### src/logic/psw_pkg.sv
// Package: timing constants, states and carrier types for the pseudo-static RAM write host
package psw_pkg;

  localparam int unsigned CLK_PERIOD_PS = 4000;

  // Times in their printed units
  localparam int unsigned T_WRITE_PULSE_NS = 40;
  localparam int unsigned T_WRITE_RECOVERY_NS = 0;
  localparam int unsigned T_WRITE_CYCLE_NS = 65;
  localparam int unsigned T_CYCLE_MAX_NS = 1000;
  localparam int unsigned T_WE_HIGH_MIN_PS = 7500;
  localparam int unsigned T_OVERLAP_NS = 30;
  localparam int unsigned T_PD_SETUP_NS = 10;
  localparam int unsigned T_PD_HOLD_NS = 65;
  localparam int unsigned T_EXIT_SLEEP_US = 300;
  localparam int unsigned T_EXIT_PARTIAL_US = 1;
  localparam int unsigned T_POWERUP_LOW_US = 50;
  localparam int unsigned T_STANDBY_HOLD_NS = 10;
  localparam int unsigned T_READ_CYCLE_NS = 65;

  function automatic int unsigned cyc_up(input int unsigned ps);
    int unsigned c;
    c = (ps + CLK_PERIOD_PS - 1) / CLK_PERIOD_PS;
    return (c < 1) ? 1 : c;
  endfunction : cyc_up

  // Least times rounded up to whole cycles; the cycle maximum rounded down
  localparam int unsigned C_WRITE_PULSE = cyc_up(T_WRITE_PULSE_NS * 1000);
  localparam int unsigned C_WRITE_RECOVERY = cyc_up(T_WRITE_RECOVERY_NS * 1000);
  localparam int unsigned C_WRITE_CYCLE = cyc_up(T_WRITE_CYCLE_NS * 1000);
  localparam int unsigned C_CYCLE_MAX = T_CYCLE_MAX_NS * 1000 / CLK_PERIOD_PS;
  localparam int unsigned C_WE_HIGH = cyc_up(T_WE_HIGH_MIN_PS);
  localparam int unsigned C_OVERLAP = cyc_up(T_OVERLAP_NS * 1000);
  localparam int unsigned C_PD_SETUP = cyc_up(T_PD_SETUP_NS * 1000);
  localparam int unsigned C_PD_HOLD = cyc_up(T_PD_HOLD_NS * 1000);
  localparam int unsigned C_EXIT_SLEEP = cyc_up(T_EXIT_SLEEP_US * 1000000);
  localparam int unsigned C_EXIT_PARTIAL = cyc_up(T_EXIT_PARTIAL_US * 1000000);
  localparam int unsigned C_POWERUP_LOW = cyc_up(T_POWERUP_LOW_US * 1000000);
  localparam int unsigned C_STANDBY_HOLD = cyc_up(T_STANDBY_HOLD_NS * 1000);
  localparam int unsigned C_READ_CYCLE = cyc_up(T_READ_CYCLE_NS * 1000);

  localparam int unsigned ADDR_W = 21;
  localparam int unsigned DATA_W = 16;
  localparam int unsigned CNT_W = 18;

  // Pin levels after reset: deselected, power-down asserted
  localparam logic RST_SELECT_N = 1'h1;
  localparam logic RST_PD_SELECT = 1'h0;

  typedef enum logic [3:0] {
    ST_POWERUP = 4'h0,
    ST_EXIT_WAIT = 4'h1,
    ST_IDLE = 4'h3,
    ST_SETUP = 4'h2,
    ST_PULSE = 4'h6,
    ST_RECOVER = 4'h7,
    ST_HOLD = 4'h5,
    ST_PD_SETUP = 4'h4,
    ST_PD_HOLD = 4'hC,
    ST_PD = 4'hD
  } psw_state_type;

  typedef struct packed {
    logic [ADDR_W-1:0] addr;
    logic [DATA_W-1:0] data;
    logic [1:0] byte_en;
  } psw_req_type;

  typedef struct packed {
    logic chip_select_n;
    logic power_down_select;
    logic write_enable_n;
    logic output_enable_n;
    logic lower_byte_enable_n;
    logic upper_byte_enable_n;
  } psw_pins_type;

endpackage : psw_pkg

### src/logic/psw_host.sv
// Host controller that writes a pseudo-static RAM and manages power-down
// Function
// - Write pulse starts at the last enable falling; hold it at least 40 ns.
// - Recovery starts at the first enable rising; zero minimum.
// - Each write cycle lasts pulse plus recovery and at least 65 ns.
// - With select low and address fixed, a write cycle stays under 1000 ns.
// - Byte-mask setup to later select/write falling edge, minimum -5 ns.
// - Byte-mask hold from earlier select/write rising edge, minimum -5 ns.
// - Output enable high within 5 ns of select falling, else read starts.
// - Output enable high by address change; after read, wait read cycle.
// - Write-enable high intervals stay between 7.5 ns and 1000 ns.
// - Two byte write pulses overlap at least 30 ns.
// - Power-down: select low 10 ns setup, held low at least 65 ns.
// - Select held high 300 us after power-down exit or power-up.
// - With partial power-down programmed, exit hold is only 1 us.
// - After power-up keep power-down select low at least 50 us.
// - Write enable stays valid 10 ns after select rises for standby.
// - Output enable stays valid 10 ns after select rises for standby.
`timescale 1ns/100ps
`default_nettype none

module psw_host
  import psw_pkg::*;
#(
  parameter int unsigned EXIT_SLEEP_CYCLES = C_EXIT_SLEEP,
  parameter int unsigned EXIT_PARTIAL_CYCLES = C_EXIT_PARTIAL,
  parameter int unsigned POWERUP_LOW_CYCLES = C_POWERUP_LOW
)
(
  input wire logic clk,
  input wire logic reset,
  input wire logic req_valid,
  output logic req_ready,
  input wire psw_req_type req,
  input wire logic pd_enter,
  input wire logic pd_exit,
  input wire logic partial_mode,
  output logic powered_down,
  output psw_pins_type pins,
  output logic [ADDR_W-1:0] mem_addr,
  output logic [DATA_W-1:0] mem_data_out,
  output logic mem_data_oe
);

  psw_state_type state_reg, state_next;
  logic [CNT_W-1:0] cnt_reg, cnt_next;
  logic [CNT_W-1:0] cyc_reg, cyc_next;
  psw_pins_type pins_reg, pins_next;
  logic [ADDR_W-1:0] addr_reg, addr_next;
  logic [DATA_W-1:0] data_reg, data_next;
  logic oe_reg, oe_next;
  logic partial_reg, partial_next;
  logic pd_reg, pd_next;

  function automatic logic [CNT_W-1:0] cw(input int unsigned v);
    return v[CNT_W-1:0];
  endfunction : cw

  function automatic logic [CNT_W-1:0] dec(input logic [CNT_W-1:0] c);
    return (c == '0) ? c : c - cw(1);
  endfunction : dec

  // Cycles of the pulse, widened to the byte overlap; recovery widened so the whole cycle reaches its minimum
  localparam int unsigned PULSE_C =
    (C_WRITE_PULSE > C_OVERLAP) ? C_WRITE_PULSE : C_OVERLAP;
  localparam int unsigned REST_C = C_WRITE_CYCLE - PULSE_C - 1;
  localparam int unsigned RECOV_C =
    (REST_C > C_WRITE_RECOVERY) ? REST_C : C_WRITE_RECOVERY;

  always_comb
  begin
    state_next = state_reg;
    cnt_next = dec(cnt_reg);
    cyc_next = cyc_reg + cw(1);
    pins_next = pins_reg;
    addr_next = addr_reg;
    data_next = data_reg;
    oe_next = oe_reg;
    partial_next = partial_reg;
    pd_next = pd_reg;
    case (state_reg)
      ST_POWERUP:
      begin
        if (cnt_reg == '0)
        begin
          pins_next.power_down_select = 1'h1;
          cnt_next = cw(EXIT_SLEEP_CYCLES);
          state_next = ST_EXIT_WAIT;
        end
      end
      ST_EXIT_WAIT:
      begin
        if (cnt_reg == '0)
        begin
          pd_next = 1'h0;
          state_next = ST_IDLE;
        end
      end
      ST_IDLE:
      begin
        if (pd_enter)
        begin
          partial_next = partial_mode;
          cnt_next = cw(C_PD_SETUP);
          state_next = ST_PD_SETUP;
        end
        else if (req_valid)
        begin
          // output enable high before address moves
          pins_next.output_enable_n = 1'h1;
          // output enable already high as select falls
          pins_next.chip_select_n = 1'h0;
          // byte mask set with select, before write enable
          pins_next.lower_byte_enable_n = ~req.byte_en[0];
          pins_next.upper_byte_enable_n = ~req.byte_en[1];
          addr_next = req.addr;
          data_next = req.data;
          oe_next = 1'h1;
          cyc_next = '0;
          state_next = ST_SETUP;
        end
      end
      ST_SETUP:
      begin
        // write enable falls last, opening the pulse
        pins_next.write_enable_n = 1'h0;
        // both bytes share one pulse, full overlap
        cnt_next = cw(PULSE_C - 1);
        state_next = ST_PULSE;
      end
      ST_PULSE:
      begin
        if (cnt_reg == '0)
        begin
          // high gap spans recovery to next pulse
          // write enable rises first, starting recovery
          pins_next.write_enable_n = 1'h1;
          // remainder keeps the cycle at minimum length
          cnt_next = cw(RECOV_C);
          state_next = ST_RECOVER;
        end
      end
      ST_RECOVER:
      begin
        // cycle bound two cycles under the maximum
        if (cnt_reg == '0 || cyc_reg >= cw(C_CYCLE_MAX - 2))
        begin
          // byte mask kept past select rising, until the standby hold ends
          pins_next.chip_select_n = 1'h1;
          cnt_next = cw(C_STANDBY_HOLD);
          state_next = ST_HOLD;
        end
      end
      ST_HOLD:
      begin
        // write enable held through standby entry
        // output enable held through standby entry
        if (cnt_reg == '0)
        begin
          pins_next.lower_byte_enable_n = 1'h1;
          pins_next.upper_byte_enable_n = 1'h1;
          oe_next = 1'h0;
          state_next = ST_IDLE;
        end
      end
      ST_PD_SETUP:
      begin
        if (cnt_reg == '0)
        begin
          pins_next.power_down_select = 1'h0;
          pd_next = 1'h1;
          cnt_next = cw(C_PD_HOLD);
          state_next = ST_PD_HOLD;
        end
      end
      ST_PD_HOLD:
      begin
        if (cnt_reg == '0)
          state_next = ST_PD;
      end
      ST_PD:
      begin
        if (pd_exit)
        begin
          pins_next.power_down_select = 1'h1;
          // short exit wait in partial mode
          cnt_next = partial_reg ? cw(EXIT_PARTIAL_CYCLES)
                                 : cw(EXIT_SLEEP_CYCLES);
          state_next = ST_EXIT_WAIT;
        end
      end
      default:
      begin
        state_next = ST_IDLE;
      end
    endcase
  end

  always_ff @(posedge clk)
  begin
    if (reset)
    begin
      state_reg <= ST_POWERUP;
      cnt_reg <= cw(POWERUP_LOW_CYCLES);
      cyc_reg <= '0;
      pins_reg <= '{chip_select_n: RST_SELECT_N,
                    power_down_select: RST_PD_SELECT,
                    write_enable_n: 1'h1,
                    output_enable_n: 1'h1,
                    lower_byte_enable_n: 1'h1,
                    upper_byte_enable_n: 1'h1};
      addr_reg <= '0;
      data_reg <= '0;
      oe_reg <= 1'h0;
      partial_reg <= 1'h0;
      pd_reg <= 1'h1;
    end
    else
    begin
      state_reg <= state_next;
      cnt_reg <= cnt_next;
      cyc_reg <= cyc_next;
      pins_reg <= pins_next;
      addr_reg <= addr_next;
      data_reg <= data_next;
      oe_reg <= oe_next;
      partial_reg <= partial_next;
      pd_reg <= pd_next;
    end
  end

  assign req_ready = (state_reg == ST_IDLE) && !pd_enter;
  assign powered_down = pd_reg;
  assign pins = pins_reg;
  assign mem_addr = addr_reg;
  assign mem_data_out = data_reg;
  assign mem_data_oe = oe_reg;

endmodule : psw_host

`default_nettype wire

### config.mk
export PLATFORM = sky130hd
export DESIGN_NAME = psw_host
export DESIGN_NICKNAME = d
export VERILOG_FILES = /design/src/logic/psw_pkg.sv /design/src/logic/psw_host.sv
export SDC_FILE = /design/constraint.sdc
export NUM_CORES = 1
export LEC_CHECK = 0
export ABC_CLOCK_PERIOD_IN_PS = 2750
export BUFFER_PORTS_ARGS = -buffer_cell sky130_fd_sc_hd__buf_2
export CAP_MARGIN = 20
export CORE_ASPECT_RATIO = 2
export CORE_UTILIZATION = 53
export DETAILED_ROUTE_END_ITERATION = 7
export GPL_ROUTABILITY_DRIVEN = 1
export GPL_TIMING_DRIVEN = 0
export PLACE_DENSITY = 0.78
export SYNTH_ARGS = -nofsm -noshare
export SYNTH_HDL_FRONTEND = slang
export SYNTH_SLANG_ARGS = --single-unit
### constraint.sdc
create_clock -name clk -period 2.75 [get_ports clk]
set_input_delay 0.4125 -clock clk [delete_from_list [all_inputs] [get_ports clk]]
set_output_delay 0.4125 -clock clk [all_outputs]
set_load 0.02 [all_outputs]
==> impl_metrics.tcl <==
set metrics [dict create \
    ys_seq_area_frac 0.4106 \
    start_kind "flip-flop" \
    fin_skew_ns 0.006920 \
    ys_ff_latch 85 \
    post_route_cells_drive_above_1_share 0.1968 \
    cp_top_family "simple AND/OR/NAND/NOR gates" \
    numCtsBuffers 9 \
    leakagePower_nw 1.919 \
    route.vias.total 4243 \
    grt_max_degree 15 \
    fin_crit_ns 2.595 \
    dieHeight_um 127.1 \
    r2r_cells 12 \
    die-area_mm2 0.008198 \
    cts_tree "yes" \
    grt_setup_unrepaired "false" \
    core_area_mm2 0.007601 \
    chipWidth_um 64.53 \
    hold_buffers 0 \
    via_per_inst 5.901 \
    rrSetupSlack_ns 0.16 \
    cts-root-buf "clkbuf_16" \
    synth_top_area_frac 0.4106 \
    gp_congestion 0.9752 \
    insertedDiodeCount 0 \
    worst_pin_slew_ns 0.9394 \
    async_flop_share 0 \
    synthCells 521 \
    synth_area_leaders "dfxtp_1, nand2_1, a21oi_1" \
    status "completed" \
    synth_edf_count 0 \
    dpl.hpwl_um 9257 \
    dp_slack_ns -0.05379 \
    grt_first_pass_wirelength_um 19610 \
    power_density_mw_per_mm2 625.0 \
    irDropWorstVdd_v 0.0005038 \
    wl_per_cell_um 17.05 \
    port_buffers 89 \
    yosysTopAreaCell "dfxtp_1" \
    synth.distinct_cells 63 \
    grt_pass1_vias 4096 \
    layout.nets 671 \
    max_freq_ghz 0.3854 \
    rows 45 \
    firstDrtPassIters 7 \
    cap_violations 0 \
    synthToLayoutAreaGrowth_pct 20.83 \
    timing.final.crit_share 0.9435 \
    crit_buf_inv 3 \
    crit_required_ns 2.98 \
    ys.flop_type "dfxtp_1" \
    drt_iter0_drc 258 \
    ios 91 \
    setup-tns-final_ns 0 \
    cpPeakStageDelay_ns 0.38 \
    final_common_cell "buf_2" \
    clk_pin_slew_ns 0.06 \
    crit_fanout 10 \
    setup_viol 0 \
    grt_util_all_layers 0.3125 \
    largest_reg_flops 21 \
    cpMaxStageDelayCell "dfxtp_1" \
    clk_latency_ns 0.34 \
    antenna_found_initial 0 \
    wl_um 12260 \
    final_cell_mix "buf_2, nand2_1, dfxtp_1, a21oi_1, nor2_1" \
    hold_depth 3 \
    drv_slew 0 \
    synth_nets 572 \
    postRouteAntennaNets 0 \
    finalHoldViolations 0 \
    min_path_type "in -> reg" \
    syn_area_per_cell_um2 7.954 \
    instances_no_fill 719 \
    syn_area_mm2 0.004144 \
    worst_slack_ns 0.1554 \
    relSlewSlack 0.3680 \
    cts.path.max_buffers 2 \
    cts.sinks 85 \
    crit_type "reg -> reg" \
    final_util 0.6588 \
    start_util 0.5452 \
    crit_chain "inv_1, ha_1, and4_1, buf_2, and3_2, inv_1, ha_1, nor2_1, a21oi_1, nor2_1, o21ai_0, o31a_1" \
    htreeDepth 3 \
    worstSetupEndpointType "flip-flop" \
    drc 0 \
    ys_warn_count 0 \
    place_inst 704 \
    worst_ep_arrival_time_ns 2.82 \
    gr-total-overflow 0 \
    cp.depth 12 \
]
-- cell type report --
type                       instances  area [um^2]
inverter                          16        60.06
fill                             692         2594
tap                               94        117.6
multi-input combinational        386         2251
sequential                        85         1702
timing repair buffer              89        445.4
buffer                            33        138.9
clock buffer                      11        232.7
clock inverter                     5        60.06
-- worst paths after layout --
kind	from	endpoint
max reg2reg	cnt_reg[0]	cnt_reg[0]
min reg2reg	mem_addr[3]	mem_addr[3]
min	req[34]	mem_addr[16]
max	cnt_reg[0]	cnt_reg[0]
-- timing repair --
| item | CTS | global route |
|---|---|---|
| endpoints found under the setup margin | 1 | 3 |
| resized for setup | 0 | 3 |
| setup buffers | 0 | 0 |
-- stage by stage --
| step | area [um^2] | total power, mW | hold slack (ns) |
|---|---|---|---|
| 2_1_floorplan | 4144 | 1.750 | 0.4591 |
| 3_3_place_gp | 4707 | 1.926 | 0.4384 |
| 3_5_place_dp | 4707 | 1.938 | 0.4430 |
| 4_1_cts | 4996 | 3.134 | 0.2980 |
| 5_1_grt | 5007 | 3.248 | 0.3116 |
| 6_report | 5007 | 3.129 | 0.3068 |
-- layer usage --
layer / GRT usage / vias up / part of all wire
met5: 0 / - / 0
met4: 0.2523 / 0 / 0.067
met3: 0.06071 / 59 / 0.048
met2: 0.5523 / 175 / 0.53
met1: 0.3059 / 1981 / 0.35
li1: - / 2028 / -
-- logic make-up (layout without fill, tap and decap cells) --
group           after synthesis  in the layout  share of synthesized area
compound gates              126            126                     0.1987
xor+xnor                     30             30                    0.06341
fa+ha+maj                     7              7                    0.02053
simple gates                222            222                     0.2569
other cells                   1              1                  0.0009049
buf+inv                      50            154                    0.04891
flops                        85             85                     0.4106
-- power by group --
group / internal (mW) / total [mW] / switching [mW]
combinational: 0.219 / 0.574 / 0.355
clock: 0.707 / 1.19 / 0.487
sequential: 1.29 / 1.36 / 0.0712
total: 2.22 / 3.13 / 0.913
-- cell usage after synthesis (all sizes together) (7+ instances only) --
cell type / n
a21oi: 55
nand2: 93
dfxtp: 85
o211ai: 7
o21ai: 15
inv: 16
and4: 7
nand3: 19
nand2b: 8
nor2: 44
xnor2: 17
clkbuf: 23
buf: 11
nor3: 14
xor2: 13
-- worst register-to-register path, stage by stage, from the launching register on --
cell and delay, ns:
dfxtp_1 0.38, inv_1 0.14, ha_1 0.23, and4_1 0.19
buf_2 0.25, and3_2 0.37, inv_1 0.11, ha_1 0.20
nor2_1 0.08, a21oi_1 0.05, nor2_1 0.10, o21ai_0 0.11
o31a_1 0.28
(Power assumes the default switching activity.)
